$ cat src/dssfr_consts.vh
// constants for the device specific sfr bank
// Summary of operation
// - 0x55 starts page erase after page write
// - 0xAA mass erase needs enable and debug
// - other erase patterns are ignored
// - page address 0 to 127, resets zero
// - write enable steers external moves to flash
// - write enable clears after each flash byte
// - write enable locked while interrupts enabled
// - readout lock blocks external flash reads
// - readout lock clears only on reset
// - bit 7 reads one during preboot
// - transmit code starts eeprom byte send
// - flag 0 set by transfer event, sticky
// - flag 1 set by periodic tick, sticky
// - input levels read live, no memory
`ifndef DSSFR_CONSTS_VH
`define DSSFR_CONSTS_VH
`define DSSFR_ADR_ERASE      8'h94
`define DSSFR_ADR_EEPROM_BYTE     8'h9e
`define DSSFR_ADR_EEPROM_COMMAND     8'h9f
`define DSSFR_ADR_FLASHCTL   8'hb2
`define DSSFR_ADR_PAGE       8'hb7
`define DSSFR_ADR_FLAGS      8'he8
`define DSSFR_ADR_INLEVELS   8'hf8
`define DSSFR_PAT_PAGE       8'h55
`define DSSFR_PAT_MASS       8'haa
`define DSSFR_PAGE_RST       7'h00
`define DSSFR_PAGE_W         7
`define DSSFR_BIT_PWE        0
`define DSSFR_BIT_MEEN       1
`define DSSFR_BIT_LOCK       6
`define DSSFR_BIT_PREBOOT    7
`define DSSFR_BIT_XFER       0
`define DSSFR_BIT_TICK       1
`define DSSFR_EE_TX_CODE     8'h01
`endif

$ cat src/dssfr_bank.v
// device specific special function register bank
`timescale 1ns/1ns
`include "dssfr_consts.vh"
module dssfr_bank (
    input  wire       sys_clk_i,
    input  wire       sys_rst_i,
    input  wire [7:0] sfr_addr_i,
    input  wire [7:0] sfr_wdata_i,
    input  wire       sfr_wr_i,
    input  wire       sfr_rd_i,
    output reg  [7:0] sfr_rdata_o,
    input  wire       global_int_en_i,
    input  wire       debug_port_en_i,
    input  wire       preboot_active_i,
    input  wire       flash_byte_written_i,
    input  wire       engine_transfer_event_i,
    input  wire       periodic_tick_event_i,
    input  wire [6:0] external_interrupt_input_i,
    input  wire [7:0] eeprom_status_i,
    output reg        page_erase_start_o,
    output reg        mass_erase_start_o,
    output reg  [6:0] erase_page_number_o,
    output reg        program_write_enable_o,
    output reg        readout_lock_o,
    output reg        eeprom_tx_start_o,
    output reg  [7:0] eeprom_byte_o,
    output reg  [7:0] eeprom_command_o,
    output reg  [1:0] irq_flags_o
);

////////////////////////////////////////////////////////////////////////////////
// pin synchronisers
reg [6:0] ext_meta_ff;
reg [6:0] ext_sync_ff;
reg [2:0] evt_meta_ff;
reg [2:0] evt_sync_ff;
reg [1:0] evt_prev_ff;
reg       preboot_meta_ff;
reg       preboot_sync_ff;
reg       debug_meta_ff;
reg       debug_sync_ff;

// interrupt input levels, read back live through two flops
always @(posedge sys_clk_i) begin
    if (sys_rst_i) begin
        ext_meta_ff <= 7'h00;
        ext_sync_ff <= 7'h00;
    end else begin
        ext_meta_ff <= external_interrupt_input_i;
        ext_sync_ff <= ext_meta_ff;
    end
end

// event lines; a third flop keeps the last level of the transfer and tick lines for edge detection
always @(posedge sys_clk_i) begin
    if (sys_rst_i) begin
        evt_meta_ff <= 3'h0;
        evt_sync_ff <= 3'h0;
        evt_prev_ff <= 2'h0;
    end else begin
        evt_meta_ff <= {flash_byte_written_i, periodic_tick_event_i,
                        engine_transfer_event_i};
        evt_sync_ff <= evt_meta_ff;
        evt_prev_ff <= evt_sync_ff[1:0];
    end
end

// preboot and debug enable are slow levels
always @(posedge sys_clk_i) begin
    if (sys_rst_i) begin
        preboot_meta_ff <= 1'b0;
        preboot_sync_ff <= 1'b0;
        debug_meta_ff   <= 1'b0;
        debug_sync_ff   <= 1'b0;
    end else begin
        preboot_meta_ff <= preboot_active_i;
        preboot_sync_ff <= preboot_meta_ff;
        debug_meta_ff   <= debug_port_en_i;
        debug_sync_ff   <= debug_meta_ff;
    end
end

// rising edges mark the interrupt events
wire xfer_evt = evt_sync_ff[0] & ~evt_prev_ff[0];
wire tick_evt = evt_sync_ff[1] & ~evt_prev_ff[1];
// flash writer holds its done level one cycle per byte
wire byte_done = evt_sync_ff[2];

////////////////////////////////////////////////////////////////////////////////
// write decode
function is_wr;
    input [7:0] addr;
    input [7:0] target;
    input       wr;
    begin
        is_wr = wr & (addr == target);
    end
endfunction

wire wr_erase = is_wr(sfr_addr_i, `DSSFR_ADR_ERASE, sfr_wr_i);
wire wr_eed   = is_wr(sfr_addr_i, `DSSFR_ADR_EEPROM_BYTE, sfr_wr_i);
wire wr_eec   = is_wr(sfr_addr_i, `DSSFR_ADR_EEPROM_COMMAND, sfr_wr_i);
wire wr_fctl  = is_wr(sfr_addr_i, `DSSFR_ADR_FLASHCTL, sfr_wr_i);
wire wr_page  = is_wr(sfr_addr_i, `DSSFR_ADR_PAGE, sfr_wr_i);
wire wr_flags = is_wr(sfr_addr_i, `DSSFR_ADR_FLAGS, sfr_wr_i);

////////////////////////////////////////////////////////////////////////////////
// flash control and erase
reg       page_armed_ff;
reg       mass_en_ff;
reg [6:0] nxt_page_number;
reg       nxt_page_armed;
reg       nxt_mass_en;
reg       nxt_pwe;
reg       nxt_lock;

wire pat_page = wr_erase & (sfr_wdata_i == `DSSFR_PAT_PAGE);
wire pat_mass = wr_erase & (sfr_wdata_i == `DSSFR_PAT_MASS);
wire go_page  = pat_page & page_armed_ff;
wire go_mass  = pat_mass & mass_en_ff & debug_sync_ff;

// a page address write arms exactly one page erase
always @* begin
    nxt_page_number = erase_page_number_o;
    nxt_page_armed  = page_armed_ff;
    if (wr_page) begin
        nxt_page_number = sfr_wdata_i[`DSSFR_PAGE_W-1:0];
        nxt_page_armed  = 1'b1;
    end else if (go_page) begin
        nxt_page_armed = 1'b0;
    end
end

// the mass erase enable is used up by the erase it allows
always @* begin
    nxt_mass_en = mass_en_ff;
    if (wr_fctl) begin
        nxt_mass_en = sfr_wdata_i[`DSSFR_BIT_MEEN];
    end else if (go_mass) begin
        nxt_mass_en = 1'b0;
    end
end

// with interrupts on, only the enable bit of a write is dropped
always @* begin
    nxt_pwe = program_write_enable_o;
    if (wr_fctl & ~global_int_en_i) begin
        nxt_pwe = sfr_wdata_i[`DSSFR_BIT_PWE];
    end else if (byte_done) begin
        nxt_pwe = 1'b0;
    end
end

// the lock only ever sets; a zero written to it is dropped
always @* begin
    nxt_lock = readout_lock_o;
    if (wr_fctl & sfr_wdata_i[`DSSFR_BIT_LOCK]) begin
        nxt_lock = 1'b1;
    end
end

// other patterns fall through with no start
always @(posedge sys_clk_i) begin
    if (sys_rst_i) begin
        page_erase_start_o <= 1'b0;
        mass_erase_start_o <= 1'b0;
    end else begin
        page_erase_start_o <= go_page;
        mass_erase_start_o <= go_mass;
    end
end

always @(posedge sys_clk_i) begin
    if (sys_rst_i) begin
        erase_page_number_o <= `DSSFR_PAGE_RST;
        page_armed_ff       <= 1'b0;
    end else begin
        erase_page_number_o <= nxt_page_number;
        page_armed_ff       <= nxt_page_armed;
    end
end

always @(posedge sys_clk_i) begin
    if (sys_rst_i) begin
        mass_en_ff <= 1'b0;
    end else begin
        mass_en_ff <= nxt_mass_en;
    end
end

always @(posedge sys_clk_i) begin
    if (sys_rst_i) begin
        program_write_enable_o <= 1'b0;
    end else begin
        program_write_enable_o <= nxt_pwe;
    end
end

always @(posedge sys_clk_i) begin
    if (sys_rst_i) begin
        readout_lock_o <= 1'b0;
    end else begin
        readout_lock_o <= nxt_lock;
    end
end

////////////////////////////////////////////////////////////////////////////////
// eeprom registers
reg [7:0] nxt_eeprom_byte;
reg [7:0] nxt_eeprom_command;
wire      tx_code = wr_eec & (sfr_wdata_i == `DSSFR_EE_TX_CODE);

// the byte to send is kept until software writes a new one
always @* begin
    nxt_eeprom_byte = eeprom_byte_o;
    if (wr_eed) begin
        nxt_eeprom_byte = sfr_wdata_i;
    end
end

// every control write is kept; only the transmit code starts a send
always @* begin
    nxt_eeprom_command = eeprom_command_o;
    if (wr_eec) begin
        nxt_eeprom_command = sfr_wdata_i;
    end
end

always @(posedge sys_clk_i) begin
    if (sys_rst_i) begin
        eeprom_byte_o    <= 8'h00;
        eeprom_command_o <= 8'h00;
    end else begin
        eeprom_byte_o    <= nxt_eeprom_byte;
        eeprom_command_o <= nxt_eeprom_command;
    end
end

always @(posedge sys_clk_i) begin
    if (sys_rst_i) begin
        eeprom_tx_start_o <= 1'b0;
    end else begin
        eeprom_tx_start_o <= tx_code;
    end
end

////////////////////////////////////////////////////////////////////////////////
// interrupt flags: a set wins over a clear in the same cycle
// next value of one sticky flag
function flag_next;
    input flag;
    input evt;
    input wr;
    input keep;
    begin
        flag_next = evt | (flag & ~(wr & ~keep));
    end
endfunction

reg [1:0] nxt_irq_flags;

always @* begin
    nxt_irq_flags = irq_flags_o;
    nxt_irq_flags[`DSSFR_BIT_XFER] = flag_next(irq_flags_o[`DSSFR_BIT_XFER], xfer_evt,
        wr_flags, sfr_wdata_i[`DSSFR_BIT_XFER]);
    nxt_irq_flags[`DSSFR_BIT_TICK] = flag_next(irq_flags_o[`DSSFR_BIT_TICK], tick_evt,
        wr_flags, sfr_wdata_i[`DSSFR_BIT_TICK]);
end

always @(posedge sys_clk_i) begin
    if (sys_rst_i) begin
        irq_flags_o <= 2'h0;
    end else begin
        irq_flags_o <= nxt_irq_flags;
    end
end

////////////////////////////////////////////////////////////////////////////////
// read mux, registered
reg [7:0] nxt_rdata;

always @* begin
    nxt_rdata = 8'h00;
    case (sfr_addr_i)
        `DSSFR_ADR_EEPROM_BYTE:   nxt_rdata = eeprom_byte_o;
        `DSSFR_ADR_EEPROM_COMMAND:   nxt_rdata = eeprom_status_i;
        `DSSFR_ADR_FLASHCTL: begin
            nxt_rdata[`DSSFR_BIT_PREBOOT] = preboot_sync_ff;
            nxt_rdata[`DSSFR_BIT_LOCK]    = readout_lock_o;
            nxt_rdata[`DSSFR_BIT_PWE]     = program_write_enable_o;
        end
        `DSSFR_ADR_PAGE:     nxt_rdata = {1'b0, erase_page_number_o};
        `DSSFR_ADR_FLAGS: begin
            nxt_rdata[`DSSFR_BIT_XFER] = irq_flags_o[`DSSFR_BIT_XFER];
            nxt_rdata[`DSSFR_BIT_TICK] = irq_flags_o[`DSSFR_BIT_TICK];
        end
        `DSSFR_ADR_INLEVELS: nxt_rdata = {1'b0, ext_sync_ff};
        default:             nxt_rdata = 8'h00;
    endcase
end

always @(posedge sys_clk_i) begin
    if (sys_rst_i) begin
        sfr_rdata_o <= 8'h00;
    end else if (sfr_rd_i) begin
        sfr_rdata_o <= nxt_rdata;
    end
end

endmodule // dssfr_bank

$ cat config.mk
export PLATFORM = sky130hd
export DESIGN_NAME = dssfr_bank
export DESIGN_NICKNAME = d
export VERILOG_FILES = /design/src/dssfr_bank.v
export VERILOG_INCLUDE_DIRS = /design/src
export SDC_FILE = /design/constraint.sdc
export NUM_CORES = 1
export LEC_CHECK = 0
export BUFFER_PORTS_ARGS = -buffer_cell sky130_fd_sc_hd__clkbuf_2
export CAP_MARGIN = 20
export CELL_PAD_IN_SITES_DETAIL_PLACEMENT = 0
export CELL_PAD_IN_SITES_GLOBAL_PLACEMENT = 1
export CORE_MARGIN = 1.5
export CORE_UTILIZATION = 38
export CTS_CLUSTER_SIZE = 14
export DETAILED_ROUTE_END_ITERATION = 10
export PLACE_DENSITY = 0.85
export SLEW_MARGIN = 20
export SYNTH_ARGS = -nofsm -noshare
export SYNTH_HDL_FRONTEND = slang
export SYNTH_SLANG_ARGS = --single-unit
$ cat constraint.sdc
create_clock -name sys_clk_i -period 1.75 [get_ports sys_clk_i]
set_input_delay 0.0875 -clock sys_clk_i [delete_from_list [all_inputs] [get_ports sys_clk_i]]
set_output_delay 0.0875 -clock sys_clk_i [all_outputs]
set_load 0.005 [all_outputs]
# ---- After elaboration in Yosys (flattened, before gate mapping)
# Index checks and enable logic that the tools add are counted.
dict set report totals {
  register_bits 66
  inputBits 41
  output_inout_bits 38
  wordCells 73
}
dict set report op_classes {
  bitwise_logic 29
  n_eq_ne 10
  mux 10
  n_reduce_logical 3
}
# cell n
set ops {}
lappend ops {{$eq 8x8->1 const B} 8}
lappend ops {{$and 1x1->1} 20}
lappend ops {{$pmux 4 s4} 1}
lappend ops {{$pmux 2 s5} 1}
lappend ops {{$eq 8x1->1 const B} 1}
lappend ops {{$eq 8x7->1 const B} 1}
lappend ops {{$not 1->1} 7}
lappend ops {{$mux 1} 6}
lappend ops {{$pmux 1 s6} 1}
lappend ops {{$reduce_bool 2->1} 3}
lappend ops {{$pmux 1 s5} 1}
lappend ops {{$or 1x1->1} 2}

# ---- Depth between registers and ports, before layout
dict set report logic_depth {
  depth_word 7
  depth_mapped 5
}

# ---- Least setup slack after synthesis
# No wires, ideal clock.
dict set report synth_timing {
  path_type {input port to flip-flop}
  startpoint {in sfr_addr_i[6]}
  endpoint {reg eeprom_byte_o[0]}
  setup_slack_ns 0.522
  stages 4
  required_time_ns 1.622
  arrival_ns 1.101
  n_path_buf 0
  path_cell_list {nand3b_4 > nor4_4 > mux2i_1 > nor2_1}
}
dict set report synth_via {
  elab_chain_cells 2
}
# item line
set synth_rtl {}
lappend synth_rtl {{from (decl)} dssfr_bank.v:7} ;# input wire [7:0] sfr_addr_i,
lappend synth_rtl {{$eq 8x8->1} dssfr_bank.v:96} ;# is_wr = wr & (addr == target);
lappend synth_rtl {{$and 1x1->1} dssfr_bank.v:96}
lappend synth_rtl {{to (signal assigned)} dssfr_bank.v:234} ;# eeprom_byte_o <= nxt_eeprom_byte;
lappend synth_rtl {{to (decl)} dssfr_bank.v:26} ;# output reg [7:0] eeprom_byte_o,
# Every way passes these cells.
# A chain may end at the register's enable or synchronous reset.

# ---- Worst setup path in the final report
dict set report layout_timing {
  startpoint {in sfr_addr_i[0]}
  endpoint {reg sfr_rdata_o[7]}
}
dict set report layout_via {
  elab_chain_cells 2
  elab_cells_between_ends 6
}
# item line
set layout_rtl {}
lappend layout_rtl {{$eq 8x8->1} dssfr_bank.v:284} ;# case (sfr_addr_i)
lappend layout_rtl {{$pmux 2 s5 *} dssfr_bank.v:284}
lappend layout_rtl {{to (signal assigned)} dssfr_bank.v:306} ;# sfr_rdata_o <= nxt_rdata;
lappend layout_rtl {{to (decl)} dssfr_bank.v:11} ;# output reg [7:0] sfr_rdata_o,
# Every way passes the cells marked *; elsewhere a longest branch is shown, timed or not.

==> results.cfg <==
[global_route]
grt_start_max_net_pins = 25
grt_util_all_layers_pct = 18.0
antenna_found_initial = 0
vias_in_the_first_global_route = 2028
grt_pass1_wl_um = 9890
grt_residual_overflow = 0

[drt]
route.final.wire_length_um = 6370
antenna_left = 0
detailedRoute.firstIterationViolations = 108
routed-wl-met2_um = 2930
uppermost_metal_layer_occupied_by_signal_nets = met4
met3_wirelength_um = 441
vias = 2171
detail_route.wl_per_cell_um = 14.8
vias_per_inst = 5.06
wl_met1_um = 2890
route.detailed.drc = 5
detailedRoute.firstPassIterationCount = 9

[floorplan]
die_w_um = 85.1
io-pin-count = 79
core.rowCount = 29
dieHeight_um = 85.1
design.die.area_um2 = 7240
initial_core_util_pct = 39.9
core_area_um2 = 6420

[power]
power_density_nw_per_um2 = 903
post-layout-total-power_mw = 3.03
vdd_ir_drop_max_uv = 546
static_leakage_nw = 1.51

[worst_setup_path]
setup.worst_path.end_class = flip-flop
cp-startpoint = sfr_addr_i[0]
rr_endpoint = sfr_rdata_o[4]$_SDFFE_PP0P_
reg2regPathDepth = 3
timing.critical_path.required_ps = 2000
path_max_fanout = 15
crit_arrival_ps = 1420
setup.reg_to_reg.worst_slack_ps = 610
worstSetupStartpointType = primary input
critical_path_class = primary input to flip-flop
critical_path.endpoint = sfr_rdata_o[7]$_SDFFE_PP0P_
r2r-start = eeprom_byte_o[4]$_SDFFE_PP0P_

[yosys]
syn-instance-count = 252
synthSimpleGateAreaFrac_pct = 24.9
synth_edf_count = 0
ys_dominant_reg_cell = sky130_fd_sc_hd__dfxtp_1
post_synth_xor_area_fraction_pct = 0
synth.ff_latch_count = 66
synth_sequential_area_ratio_pct = 51.6
synth.most_common_cell = sky130_fd_sc_hd__dfxtp_1
top_cell_type_by_total_area_after_synthesis = sky130_fd_sc_hd__dfxtp_1
synth-compound-area-share_pct = 8.75
synth_area_per_cell_um2 = 10.2
synth_top_family_by_area = simple AND/OR/NAND/NOR gates
synth_top_cells_by_count = sky130_fd_sc_hd__dfxtp_1, sky130_fd_sc_hd__nor2_1, sky130_fd_sc_hd__nor2b_1
area_contributors_post_synth = sky130_fd_sc_hd__dfxtp_1, sky130_fd_sc_hd__mux2i_1, sky130_fd_sc_hd__nor2b_1
synth-adder-area-share_pct = 0
post_synth_instance_area_um2 = 2560
synth_cell_types = 39
ys.warnings.count = 0
async_sr_flop_fraction_pct = 0
synthesis.nets = 293
post_synth_mux_area_share_pct = 12.9
synthDominantCellAreaShare_pct = 51.6

[timing]
report.final.slew_viol_count = 0
hold-worst-slack_ps = 38.6
hold_viol_final = 0
post-route-min-period_ps = 1170
setup-tns-final_ps = 0
finClkSkew_ps = 6.86
finalSetupViolations = 0
grt_setup_unrepaired = no
fmaxAchievable_mhz = 857
slew_headroom_pct = 68.5
timing_worst_slew_pin_value_ps = 466
period_share_pct = 66.7

[final_layout]
synthToLayoutAreaGrowth_pct = 31.2
antenna-diode-count = 0
finalNonFillerCells = 429
final-seq-area_um2 = 1320
multiInputGateArea_um2 = 1190
design.final.nets = 388
drive_above_1_share_pct = 30.7
num-fill-cells = 602
final_instance_area_um2 = 3360

[place]
placement.io_buffers = 78
gp_congestion = 0.862
placedCellCount = 401
dp_hpwl_um = 4750
placed_inst_area_um2 = 3040

[worst_hold_path]
worst_hold_startpoint = sfr_wdata_i[7]
hold_path.class = primary input to flip-flop

[clocking]
htree_num_levels = 3
cts.repair_timing.setup_buffer_count = 0
tritoncts = yes
clock_sink_count = 66
post_cts_resized = 0
insertion_delay_ps = 340
tritoncts_buffers = 9
cts.clk_slew.worst_paths_ps = 60
clockRootBuffer = sky130_fd_sc_hd__clkbuf_8
clock_path_buffers = 2

[flow_run]
cap_violations = 0

[run_status]
violations_in_the_final_reports = DRC
outcome = finished with violations
==> metal layers <==
metal / track usage [%] / up-vias
li1: - / 1090
met2: 27.5 / 88
met5: 0 / -
met1: 23.7 / 984
met4: 8.35 / 0
met3: 5.16 / 9
==> power by group <==
group / internal [mW] / total [mW] / switching (mW)
Combinational: 0.106 / 0.220 / 0.114
Sequential: 1.54 / 1.55 / 0.0125
Clock: 0.736 / 1.26 / 0.529
==> through the flow <==
stage | setup WS (ps) | utilization (%)
after global routing | 475 | 52.3
after floorplan | 522 | -
final | 583 | 52.3
after CTS | 612 | 52.3
after detailed placement | 272 | 47.3
after global placement | 323 | 47.3
==> layout by cell type (no fill, tap or decap), types with 3 or more instances in the layout <==
master / instances
sky130_fd_sc_hd__clkbuf_2: 78
sky130_fd_sc_hd__dfxtp_1: 66
sky130_fd_sc_hd__nor2_1: 31
sky130_fd_sc_hd__nor2b_1: 29
sky130_fd_sc_hd__mux2i_1: 24
sky130_fd_sc_hd__dlygate4sd3_1: 12
sky130_fd_sc_hd__clkbuf_8: 11
sky130_fd_sc_hd__nand3_1: 8
sky130_fd_sc_hd__a21oi_1: 8
sky130_fd_sc_hd__mux2_2: 8
sky130_fd_sc_hd__nand2b_1: 7
sky130_fd_sc_hd__nand2_1: 6
sky130_fd_sc_hd__nor3_1: 6
sky130_fd_sc_hd__o21ai_1: 5
sky130_fd_sc_hd__buf_4: 5
sky130_fd_sc_hd__and2_1: 3
sky130_fd_sc_hd__and4b_1: 3
sky130_fd_sc_hd__and3_1: 3
sky130_fd_sc_hd__o31ai_1: 3
sky130_fd_sc_hd__a311oi_1: 3
sky130_fd_sc_hd__a222oi_1: 3
sky130_fd_sc_hd__clkbuf_1: 3
==> layout make-up <==
cell class | count | share of cell area [%]
clock inverter | 2 | 1.04
inverter | 1 | 0.112
clock buffer | 14 | 4.84
sequential | 66 | 39.3
timing repair buffer | 95 | 16.3
tap | 77 | 2.87
multi-input combinational | 174 | 35.5
==> cells by family after synthesis <==
kind of cell | after synthesis
muxes | 32
AOI/OAI and AO/OA | 32
buffers and inverters | 12
and+or+nand+nor | 110
DFF | 66
==> worst min-delay path by stage <==
stage          depth (start not counted)  slack (ps)                             endpoint
2_1_floorplan                          1         220             debug_meta_ff$_SDFF_PP0_
4_1_cts                                3          20     eeprom_command_o[7]$_SDFFE_PP0P_
5_1_grt                                3          40  program_write_enable_o$_SDFFE_PP0P_
3_5_place_dp                           2         300             debug_meta_ff$_SDFF_PP0_
6_report                               3          40     eeprom_command_o[7]$_SDFFE_PP0P_
3_3_place_gp                           2         290           preboot_meta_ff$_SDFF_PP0_
==> state kept, by name, indices dropped and copies added (netlist names), 2 cells and up <==
signal / count
sfr_rdata_o: 8
ext_meta_ff: 7
erase_page_number_o: 7
evt_sync_ff: 3
eeprom_byte_o: 8
ext_sync_ff: 7
eeprom_command_o: 8
evt_meta_ff: 3
irq_flags_o: 2
evt_prev_ff: 2
==> critical path, cell delays in order <==
cell	delay (ps)
sky130_fd_sc_hd__clkbuf_2	230
sky130_fd_sc_hd__nor4bb_1	510
sky130_fd_sc_hd__and2_1	240
sky130_fd_sc_hd__a22oi_1	100
sky130_fd_sc_hd__a211oi_1	230
==> timing repair <==
item | in CTS | in global routing
hold buffers | 12 | 0
hold endpoints to repair | 12 | 0
endpoints found under the setup margin | 0 | 0
Power figures use the tool's default switching activity.
